===== src/shared/gdsl_params.svh =====
// Purpose: offsets, field positions, reset values of the direction and
//          sense latch block
// Assumes: byte addresses on a 32-bit register bus
// Notes:   definitions only
`ifndef GDSL_PARAMS_SVH
`define GDSL_PARAMS_SVH

// ****************************************
// register offsets
// ****************************************
`define GDSL_OFF_DIR 12'h014
`define GDSL_OFF_DIRECTION_SET 12'h018
`define GDSL_OFF_DIRECTION_CLEAR 12'h01c
`define GDSL_OFF_LATCH 12'h020
`define GDSL_OFF_MODE_NS 12'h024
`define GDSL_OFF_MODE_SEC 12'h028
`define GDSL_OFF_IRQ_STAT 12'h030
`define GDSL_OFF_IRQ_MASK 12'h034

// ****************************************
// fields and reset values
// ****************************************
`define GDSL_MODE_BIT 0
`define GDSL_IRQ_NS_BIT 0
`define GDSL_IRQ_SEC_BIT 1
`define GDSL_RST_DIR 32'h0000_0000
`define GDSL_RST_LATCH 32'h0000_0000
`define GDSL_RST_MODE 1'h0
`define GDSL_RST_IRQ 2'h0
`define GDSL_SENSE_OFF 2'h0
`define GDSL_SENSE_HIGH 2'h2
`define GDSL_SENSE_LOW 2'h3
`define GDSL_RESP_OKAY 2'h0
`define GDSL_RESP_SLVERR 2'h2

`endif


===== src/shared/gdsl_pkg.sv =====
// Purpose: types shared by the direction and sense latch block
// Assumes: 32 pins
// Notes:   constants live in gdsl_params.svh
package gdsl_pkg;

   // ****************************************
   // bus channel states, gray ordered
   // ****************************************
   typedef enum logic [1:0] {
      GDSL_WS_IDLE = 2'h0,
      GDSL_WS_RESP = 2'h1
   } gdsl_wstate_t;

   typedef enum logic [1:0] {
      GDSL_RS_IDLE = 2'h0,
      GDSL_RS_DATA = 2'h1
   } gdsl_rstate_t;

   // ****************************************
   // held write request
   // ****************************************
   typedef struct packed {
      logic [11:0] addr;
      logic [31:0] data;
      logic [3:0] strb;
   } gdsl_wreq_t;

   // ****************************************
   // per-pin alias write from the pin setup registers
   // ****************************************
   typedef struct packed {
      logic [31:0] en;
      logic [31:0] val;
   } gdsl_cfg_dir_t;

endpackage


===== src/core/gdsl_sense.sv =====
// Purpose: per-pin level sense evaluation
// Assumes: pin levels synchronous to the clock
// Notes:   code 1 is treated as disabled
`timescale 1ns/10ps
`include "gdsl_params.svh"
module gdsl_sense #(
   parameter int PINS = 32
) (
   input wire logic [PINS-1:0] pin_level,
   input wire logic [2*PINS-1:0] sense_setup,
   output logic [PINS-1:0] sense_hit
);

   // ****************************************
   // level compare
   // ****************************************
   always_comb begin
      for (int i = 0; i < PINS; i++) begin
         case (sense_setup[2*i +: 2])
            `GDSL_SENSE_HIGH: sense_hit[i] = pin_level[i];
            `GDSL_SENSE_LOW: sense_hit[i] = ~pin_level[i];
            default: sense_hit[i] = 1'b0;
         endcase
      end
   end

endmodule


===== src/core/gdsl_top.sv =====
// Purpose: pin direction register with set/clear aliases, sense latch,
//          and two event style selectors behind an AXI4-Lite slave
// Assumes: pins, sense setup and secure map synchronous to core_clk
// Notes:   only rst_n initialises; retention keeps all registers
//
// The AXI4-Lite register port is this design's own decision.
`timescale 1ns/10ps
`include "gdsl_params.svh"
module gdsl_top
   import gdsl_pkg::*;
#(
   parameter int PINS = 32,
   parameter int ADDR_W = 12
) (
   input wire logic core_clk,
   input wire logic rst_n,
   input wire logic [ADDR_W-1:0] s_axi_awaddr,
   input wire logic s_axi_awvalid,
   output logic s_axi_awready,
   input wire logic [31:0] s_axi_wdata,
   input wire logic [3:0] s_axi_wstrb,
   input wire logic s_axi_wvalid,
   output logic s_axi_wready,
   output logic [1:0] s_axi_bresp,
   output logic s_axi_bvalid,
   input wire logic s_axi_bready,
   input wire logic [ADDR_W-1:0] s_axi_araddr,
   input wire logic s_axi_arvalid,
   output logic s_axi_arready,
   output logic [31:0] s_axi_rdata,
   output logic [1:0] s_axi_rresp,
   output logic s_axi_rvalid,
   input wire logic s_axi_rready,
   input wire logic [PINS-1:0] pin_level,
   input wire logic [2*PINS-1:0] sense_setup,
   input wire logic [PINS-1:0] pin_secure,
   input wire gdsl_cfg_dir_t cfg_dir_wr,
   output logic [PINS-1:0] pin_dir,
   output logic [PINS-1:0] pin_sense,
   output logic event_nonsecure,
   output logic event_secure,
   output logic irq
);

   // ****************************************
   // helpers
   // ****************************************
   function automatic logic hit(input logic [ADDR_W-1:0] a,
                                input logic [11:0] off);
      hit = (a[ADDR_W-1:2] == off[ADDR_W-1:2]);
   endfunction

   function automatic logic [31:0] strb_mask(input logic [3:0] s);
      strb_mask = {{8{s[3]}}, {8{s[2]}}, {8{s[1]}}, {8{s[0]}}};
   endfunction

   function automatic logic mapped(input logic [ADDR_W-1:0] a);
      mapped = hit(a, `GDSL_OFF_DIR) || hit(a, `GDSL_OFF_DIRECTION_SET) ||
         hit(a, `GDSL_OFF_DIRECTION_CLEAR) || hit(a, `GDSL_OFF_LATCH) ||
         hit(a, `GDSL_OFF_MODE_NS) || hit(a, `GDSL_OFF_MODE_SEC) ||
         hit(a, `GDSL_OFF_IRQ_STAT) || hit(a, `GDSL_OFF_IRQ_MASK);
   endfunction

   // ****************************************
   // state
   // ****************************************
   logic [PINS-1:0] dir;
   logic [PINS-1:0] latch;
   logic mode_ns;
   logic mode_sec;
   logic [1:0] irq_stat;
   logic [1:0] irq_mask;
   logic ev_ns_prev;
   logic ev_sec_prev;
   gdsl_wstate_t wstate;
   gdsl_rstate_t rstate;
   gdsl_wreq_t wreq;
   logic [11:0] aw_addr;
   logic [31:0] w_data;
   logic [3:0] w_strb;
   logic aw_held;
   logic w_held;
   logic wr_do;
   logic [31:0] wr_m;
   logic [31:0] wr_d;
   logic [PINS-1:0] next_dir;
   logic [PINS-1:0] next_latch;
   logic [1:0] ev_rise;
   logic [1:0] stat_clr;
   logic [31:0] rd_val;

   // ****************************************
   // sense evaluation
   // ****************************************
   gdsl_sense #(
      .PINS(PINS)
   ) u_sense (
      .pin_level(pin_level),
      .sense_setup(sense_setup),
      .sense_hit(pin_sense)
   );

   // ****************************************
   // write channel
   // ****************************************
   assign s_axi_awready = (wstate == GDSL_WS_IDLE) && !aw_held;
   assign s_axi_wready = (wstate == GDSL_WS_IDLE) && !w_held;
   assign wr_do = (wstate == GDSL_WS_IDLE) && aw_held && w_held;
   assign wreq = {aw_addr, w_data, w_strb};
   assign wr_m = strb_mask(wreq.strb);
   assign wr_d = wreq.data & wr_m;

   always_ff @(posedge core_clk or negedge rst_n) begin
      if (!rst_n) begin
         aw_held <= 1'b0;
         aw_addr <= 12'h000;
      end else if (s_axi_awvalid && s_axi_awready) begin
         aw_held <= 1'b1;
         aw_addr <= s_axi_awaddr;
      end else if (wr_do) begin
         aw_held <= 1'b0;
      end
   end

   always_ff @(posedge core_clk or negedge rst_n) begin
      if (!rst_n) begin
         w_held <= 1'b0;
         w_data <= 32'h0000_0000;
         w_strb <= 4'h0;
      end else if (s_axi_wvalid && s_axi_wready) begin
         w_held <= 1'b1;
         w_data <= s_axi_wdata;
         w_strb <= s_axi_wstrb;
      end else if (wr_do) begin
         w_held <= 1'b0;
      end
   end

   always_ff @(posedge core_clk or negedge rst_n) begin
      if (!rst_n) begin
         wstate <= GDSL_WS_IDLE;
         s_axi_bvalid <= 1'b0;
         s_axi_bresp <= `GDSL_RESP_OKAY;
      end else begin
         case (wstate)
            GDSL_WS_IDLE: begin
               if (wr_do) begin
                  wstate <= GDSL_WS_RESP;
                  s_axi_bvalid <= 1'b1;
                  s_axi_bresp <= mapped(wreq.addr) ? `GDSL_RESP_OKAY :
                     `GDSL_RESP_SLVERR;
               end
            end
            default: begin
               if (s_axi_bready) begin
                  wstate <= GDSL_WS_IDLE;
                  s_axi_bvalid <= 1'b0;
               end
            end
         endcase
      end
   end

   // ****************************************
   // direction register, one storage for both views
   // ****************************************
   always_comb begin
      next_dir = dir;
      if (wr_do) begin
         if (hit(wreq.addr, `GDSL_OFF_DIR)) begin
            next_dir = (dir & ~wr_m) | wr_d;
         end else if (hit(wreq.addr, `GDSL_OFF_DIRECTION_SET)) begin
            next_dir = dir | wr_d;
         end else if (hit(wreq.addr, `GDSL_OFF_DIRECTION_CLEAR)) begin
            next_dir = dir & ~wr_d;
         end
      end
      next_dir = (next_dir & ~cfg_dir_wr.en) |
         (cfg_dir_wr.val & cfg_dir_wr.en);
   end

   // retained: only power-on reset clears it
   always_ff @(posedge core_clk or negedge rst_n) begin
      if (!rst_n) begin
         dir <= `GDSL_RST_DIR;
      end else begin
         dir <= next_dir;
      end
   end

   assign pin_dir = dir;

   // ****************************************
   // sense latch, set wins over clear
   // ****************************************
   always_comb begin
      next_latch = latch;
      if (wr_do && hit(wreq.addr, `GDSL_OFF_LATCH)) begin
         next_latch = latch & ~wr_d;
      end
      next_latch = next_latch | pin_sense;
   end

   always_ff @(posedge core_clk or negedge rst_n) begin
      if (!rst_n) begin
         latch <= `GDSL_RST_LATCH;
      end else begin
         latch <= next_latch;
      end
   end

   // ****************************************
   // event style selectors
   // ****************************************
   always_ff @(posedge core_clk or negedge rst_n) begin
      if (!rst_n) begin
         mode_ns <= `GDSL_RST_MODE;
         mode_sec <= `GDSL_RST_MODE;
      end else if (wr_do && wreq.strb[0]) begin
         if (hit(wreq.addr, `GDSL_OFF_MODE_NS)) begin
            mode_ns <= wreq.data[`GDSL_MODE_BIT];
         end else if (hit(wreq.addr, `GDSL_OFF_MODE_SEC)) begin
            mode_sec <= wreq.data[`GDSL_MODE_BIT];
         end
      end
   end

   // ****************************************
   // combined event outputs
   // ****************************************
   always_comb begin
      if (mode_ns) begin
         event_nonsecure = |(latch & ~pin_secure);
      end else begin
         event_nonsecure = |(pin_sense & ~pin_secure);
      end
      if (mode_sec) begin
         event_secure = |(latch & pin_secure);
      end else begin
         event_secure = |(pin_sense & pin_secure);
      end
   end

   // ****************************************
   // interrupt status and mask
   // ****************************************
   assign ev_rise = {event_secure & ~ev_sec_prev,
                     event_nonsecure & ~ev_ns_prev};
   assign stat_clr = (wr_do && wreq.strb[0] &&
      hit(wreq.addr, `GDSL_OFF_IRQ_STAT)) ? wreq.data[1:0] : 2'h0;

   always_ff @(posedge core_clk or negedge rst_n) begin
      if (!rst_n) begin
         ev_ns_prev <= 1'b0;
         ev_sec_prev <= 1'b0;
      end else begin
         ev_ns_prev <= event_nonsecure;
         ev_sec_prev <= event_secure;
      end
   end

   always_ff @(posedge core_clk or negedge rst_n) begin
      if (!rst_n) begin
         irq_stat <= `GDSL_RST_IRQ;
      end else begin
         irq_stat <= (irq_stat & ~stat_clr) | ev_rise;
      end
   end

   always_ff @(posedge core_clk or negedge rst_n) begin
      if (!rst_n) begin
         irq_mask <= `GDSL_RST_IRQ;
      end else if (wr_do && wreq.strb[0] &&
                   hit(wreq.addr, `GDSL_OFF_IRQ_MASK)) begin
         irq_mask <= wreq.data[1:0];
      end
   end

   assign irq = |(irq_stat & irq_mask);

   // ****************************************
   // read channel
   // ****************************************
   always_comb begin
      rd_val = 32'h0000_0000;
      if (hit(s_axi_araddr, `GDSL_OFF_DIR)) begin
         rd_val = dir;
      end else if (hit(s_axi_araddr, `GDSL_OFF_DIRECTION_SET) ||
                   hit(s_axi_araddr, `GDSL_OFF_DIRECTION_CLEAR)) begin
         rd_val = dir;
      end else if (hit(s_axi_araddr, `GDSL_OFF_LATCH)) begin
         rd_val = latch;
      end else if (hit(s_axi_araddr, `GDSL_OFF_MODE_NS)) begin
         rd_val = {31'h0, mode_ns};
      end else if (hit(s_axi_araddr, `GDSL_OFF_MODE_SEC)) begin
         rd_val = {31'h0, mode_sec};
      end else if (hit(s_axi_araddr, `GDSL_OFF_IRQ_STAT)) begin
         rd_val = {30'h0, irq_stat};
      end else if (hit(s_axi_araddr, `GDSL_OFF_IRQ_MASK)) begin
         rd_val = {30'h0, irq_mask};
      end
   end

   assign s_axi_arready = (rstate == GDSL_RS_IDLE);

   always_ff @(posedge core_clk or negedge rst_n) begin
      if (!rst_n) begin
         rstate <= GDSL_RS_IDLE;
         s_axi_rvalid <= 1'b0;
         s_axi_rdata <= 32'h0000_0000;
         s_axi_rresp <= `GDSL_RESP_OKAY;
      end else begin
         case (rstate)
            GDSL_RS_IDLE: begin
               if (s_axi_arvalid) begin
                  rstate <= GDSL_RS_DATA;
                  s_axi_rvalid <= 1'b1;
                  s_axi_rdata <= rd_val;
                  s_axi_rresp <= mapped(s_axi_araddr) ? `GDSL_RESP_OKAY :
                     `GDSL_RESP_SLVERR;
               end
            end
            default: begin
               if (s_axi_rready) begin
                  rstate <= GDSL_RS_IDLE;
                  s_axi_rvalid <= 1'b0;
               end
            end
         endcase
      end
   end

   logic quiet_cfg;
   assign quiet_cfg = (cfg_dir_wr.en == 32'h0000_0000);
endmodule


===== config.mk =====
export PLATFORM = sky130hd
export DESIGN_NAME = gdsl_top
export DESIGN_NICKNAME = d
export VERILOG_FILES = /design/src/shared/gdsl_pkg.sv /design/src/core/gdsl_sense.sv /design/src/core/gdsl_top.sv
export VERILOG_INCLUDE_DIRS = /design/src /design/src/shared
export SDC_FILE = /design/constraint.sdc
export NUM_CORES = 1
export LEC_CHECK = 0
export BUFFER_PORTS_ARGS = -buffer_cell sky130_fd_sc_hd__buf_2
export CAP_MARGIN = 15
export CORE_MARGIN = 8
export CORE_UTILIZATION = 43
export CTS_CLUSTER_DIAMETER = 30
export CTS_CLUSTER_SIZE = 14
export DETAILED_ROUTE_END_ITERATION = 6
export HOLD_SLACK_MARGIN = 0.05
export PLACE_DENSITY = 0.85
export SLEW_MARGIN = 20
export SYNTH_ARGS = -nofsm -noshare
export SYNTH_HDL_FRONTEND = slang
export SYNTH_HIERARCHICAL = 1
export SYNTH_SLANG_ARGS = --single-unit

===== constraint.sdc =====
create_clock -name core_clk -period 2.07 [get_ports core_clk]
set_input_delay 0.3105 -clock core_clk [delete_from_list [all_inputs] [get_ports core_clk]]
set_output_delay 0.3105 -clock core_clk [all_outputs]
set_load 0.02 [all_outputs]

# Word-level counts from Yosys, hierarchy flattened
# Index checks and enable logic that the tools add are counted.
# totals
ff_bits	164
inputBits	259
out_inout_bits	108
word_cells	269
# classes
n_eq_ne	82
mux	64
bitwise	59
reduce_logical	44
# op_table
op	count
bitwise AND 32 bit	10
2-to-1 mux 32 bit	8
equality test 2 bit (second input constant)	64
inverter 32 bit	4
OR 32 bit	4
OR reduction 32 bit	4
equality test 10 x 4 -> 1 bit (second input constant)	10
one-hot mux 1 bit (2 select lines)	32
equality test 10 x 3 -> 1 bit (second input constant)	6
inverter 1 bit	35
2-to-1 mux 2 bit	13
logical OR 1 bit	15
2-to-1 mux 1 bit	11
logical AND 1 bit	10
AND reduction 2 bit	5
nonzero test 2 bit	4
bitwise AND 2 bit	2
logical NOT 2 bit	2
inequality test 2 bit (second input constant)	2
AND reduction 3 bit	1
bitwise AND 1 bit	2
logical NOT 1 bit	2
inverter 2 bit	1
OR 2 bit	1
OR reduction 2 bit	1

# Longest topological paths before layout
# depth
word_depth	9
mapped_depth	8
depth_no_buf	7

# By module
# The synthesis kept the hierarchy.
# by_module_without_submodules
mod	instances	cells_each	area_per_inst_um2	seq_area_each_um2
gdsl_top	1	792	7831.3	3903.7
gdsl_sense	1	64	480.5	0.0

# Worst setup path before layout
# OpenSTA, ideal clock, no wires.
# synth_timing
path_kind	reg-to-reg
start	register, netlist name s_axi_bvalid
end	register w_data[15]
setup_ps	125
arrival_time_ps	2068
required_time_ps	1945
setup_slack_ps	-122
path_stages_with_launch	6
path_buffers	2
synth_period_minus_slack_ps	2192
cell_sequence	dfrtp_1 > nor2_1 > and2_1 > clkbuf_1 > buf_1 > mux2_2
# synth_rtl
item	line	source
end signal, assigned	gdsl_top.sv:132	w_data <= s_axi_wdata;
end, declared	gdsl_top.sv:79	logic [31:0] w_data;

# Worst setup path in the final report
# layout_timing
start	register latch[18]
end	output port event_nonsecure
# layout_between
elab_chain_len	3
# layout_lines
item	line	source
start, declared	gdsl_top.sv:68	logic [PINS-1:0] latch;
start signal, assigned	gdsl_top.sv:206	latch <= `GDSL_RST_LATCH;
start signal, assigned	gdsl_top.sv:208	latch <= next_latch;
bitwise AND 32 bit	gdsl_top.sv:233	event_nonsecure = |(latch & ~pin_secure);
OR reduction 32 bit	gdsl_top.sv:233	
2-to-1 mux 1 bit	gdsl_top.sv:232	if (mode_ns) begin
end, declared	gdsl_top.sv:40	output logic event_nonsecure,
# Every way passes these cells.

==> reports/qor.yml <==
worst_setup_path:
  critPathMaxFanout: 2
  cp.buffers_inverters: 1
  cp-end-kind: "output pin"
  setup.worst_path.start: "latch[18]"
  start_kind: "flop"
  reg2reg_depth: 6
  crit_path_max_incr_delay_ps: 420
  critical_path_depth: 6
  r2r_start: "aw_addr[11]"
  critical_path.cell_chain: "nor2b_4, a2111o_1, nor4_4, and4_4, nor2_4, buf_6"
  timing.reg2reg.setup_slack_ps: -170
  criticalPathCategory: "reg2out"
  cpLargestDelayFamily: "simple AND/OR/NAND/NOR gates"
  cp.arrival_ps: 2120
  critPathSlowestCell: "a2111o_1"
  worstSetupEndpoint: "event_nonsecure"
  worst_path_required_time_ps: 1760
routing:
  drtPass1Iterations: 5
  dr_total_vias: 9396
  wire_per_inst_um: 24.2
  final_antenna_net_count: 0
  finalWirelength_um: 39300
  detail_route.vias_per_cell: 5.80
  drt_drc_violations_left: 0
  drtIter0Drc: 928
status:
  outcome: "finished with violations"
  violations: "negative setup slack"
run:
  cap_viol_max_count: 0
sta:
  hold_viol_final: 0
  setup_violations: 62
  finalClockSkew_ps: 9.21
  slew_headroom: 0.572
  grt_setup_unrepaired: "yes"
  setup_slack_ps: -358
  report.final.slew_viol_count: 0
  max_freq_mhz: 412
  timing.final.crit_period_ps: 2430
  portion_of_the_clock_cycle_consumed_by_the_worst_path_in_the_final_layout: 1.17
  worst-slew-pin-transition_ps: 640
  tns_ps: -6730
synthesis:
  post_synth_num_cell_types: 59
  synth_area_per_cell_um2: 9.71
  ys_warn_count: 6
  postSynthCellCount: 856
  synth-main-ff-cell: "dfrtp_1"
  async_reset_ff_frac: 1.00
  ys_seq_elements: 156
  post_synth_instance_area_um2: 8310
  synth_edf_count: 0
  synth-seq-area-share: 0.470
grt:
  grt_antenna_before_repair: 5
  vias_in_the_first_global_route: 9973
  grt_max_degree: 52
  grt-ovfl-total: 0
  global_route.usage.total: 0.314
  grt_first_pass_wirelength_um: 57500
clock_tree:
  clock_sinks: 156
  clockBufferDepth: 2
  cts_buffers: 17
  path_clk_slew_ps: 70
  cts_tree: "built"
  clk_latency_ps: 430
  ctsRootBufferMaster: "clkbuf_16"
  h_tree_depth_reported_by_cts: 4
floorplan:
  die_height_um: 155
  core-area_um2: 19200
  start_util: 0.433
  io_pins: 367
  design.die.area_um2: 24000
  die_w_um: 155
  core.rowCount: 51
min_path:
  worstHoldPathType: "in2reg"
placement:
  buffer_ports.inserted: 360
  globalplace.congestion: 0.915
  post-dp-hpwl_um: 29400
final_layout:
  design.final.nets: 1598
  drive_above_1_share: 0.532
  fillers: 1466
  synthToLayoutAreaGrowth_pct: 55.8
  utilization_after_layout: 0.674
power:
  power.density_cell_area_nw_per_um2: 892
  power.static_leakage_nw: 6.09
  vdd.ir_drop.worst_mv: 1.05
## metal layers
metal | wire length, µm | vias up | part of all wire | GRT usage
li1 | - | 4074 | - | -
met2 | 18800 | 635 | 0.48 | 0.523
met1 | 14700 | 4550 | 0.38 | 0.380
met5 | 23 | - | 0.00059 | 0
met4 | 1750 | 4 | 0.045 | 0.139
met3 | 3940 | 133 | 0.10 | 0.0774
## synthesized netlist by cell type, drive strengths merged, types with 5 or more instances
cell     number  share of area
a2111oi       5         0.0053
and3          8         0.0060
and2         38          0.029
nand3         7         0.0042
a22o          9         0.0095
nor2         38          0.018
dfrtp       156           0.47
a21o         30          0.027
a21oi        42          0.025
clkbuf       28          0.013
nor2b        49          0.037
o21ai        70          0.042
nand4        12         0.0090
inv          38          0.017
buf          11         0.0086
o22ai         9         0.0068
a31oi        19          0.014
mux2         50          0.068
nor3          9         0.0074
nor4          9          0.010
xor2         33          0.035
nand2        80          0.036
a22oi        55          0.050
## area by class of cell
class,instances,area [µm²],share of cell area
multi-input combinational,624,4800,0.370
clock inverter,12,140,0.0108
timing repair buffer,502,3180,0.245
clock buffer,20,447,0.0345
inverter,38,143,0.0110
sequential,156,3910,0.302
antenna,4,10.0,0.000773
tap,265,332,0.0256
## cell families (layout without fill, tap and decap cells)
kind of cell / Yosys count / in the layout / synth area share
simple gates: 269 / 269 / 0.175
xor+xnor: 33 / 33 / 0.0348
buf+inv: 77 / 572 / 0.0384
other cells: 1 / 6 / 0.000451
mux: 54 / 54 / 0.0726
compound gates: 266 / 266 / 0.209
flops: 156 / 156 / 0.470
## worst min-delay path by stage
| stage | to | slack, ps | startpoint | depth (start not counted) |
|---|---|---|---|---|
| floorplan | asynchronous set/reset pin | 10 | rst_n | 0 |
| global placement | w_data[10] | 310 | rst_n | 1 |
| detailed placement | w_data[10] | 310 | rst_n | 1 |
| CTS | flop | 60 | cfg_dir_wr[38] | 2 |
| global route | flop | 60 | cfg_dir_wr[38] | 2 |
| finish | flop | 70 | cfg_dir_wr[38] | 2 |
## worst reg2reg max path: cells and delay by family (launching register included)
kind	cells	cell delay, ps
and+or+nand+nor	3	1300
DFF	1	410
buffers and inverters	2	320
AOI/OAI and AO/OA	1	90
## report_power, final
part	internal, mW	switching, mW
registers	3.64	0.869
clock network	1.82	1.37
logic	1.83	2.02
total	7.29	4.26
## per-stage QoR
stage | cell area, µm² | hold WS [ps] | worst slack, ps | total power [mW] | std cells
after global placement | 11300 | 312 | -437 | 7.37 | 1553
after detailed placement | 11300 | 305 | -517 | 7.51 | 1553
after global routing | 12900 | 61.7 | -406 | 12.0 | 1620
after CTS | 12500 | 64.1 | -372 | 11.0 | 1604
after floorplan | 8320 | 14.9 | 10.2 | 5.95 | 857
final | 12900 | 66.7 | -358 | 11.5 | 1621
## timing repair
| action | 4_1_cts | 5_1_grt |
|---|---|---|
| gates resized for setup | 149 | 75 |
| pin swaps | 101 | 60 |
| setup endpoints to repair | 62 | 66 |
| hold buffers | 4 | 0 |
| buffers inserted | 14 | 14 |
| endpoints found under the hold margin | 51 | 0 |
| cloned | 1 | 1 |
## placed cells by master, fill, tap and decap left out, types with 14 or more instances in the layout
cell type  Yosys  final
a21o_1        30     30
xor2_1        33     33
buf_12         0     15
mux2_2        50     49
nand2_2        0     25
o21ai_2        0     18
nand2_1       80     51
dfrtp_1      156    155
nor2_1        37     17
o21ai_0       69     43
nor2b_1       49     48
a31oi_1       19     16
clkbuf_16      0     17
a22oi_1       55     45
a21oi_1       42     25
buf_2          6    358
and2_1        36     32
buf_6          2     21
a21oi_2        0     14
inv_1         38     38
buf_4          2    102
(Power assumes the default switching activity.)
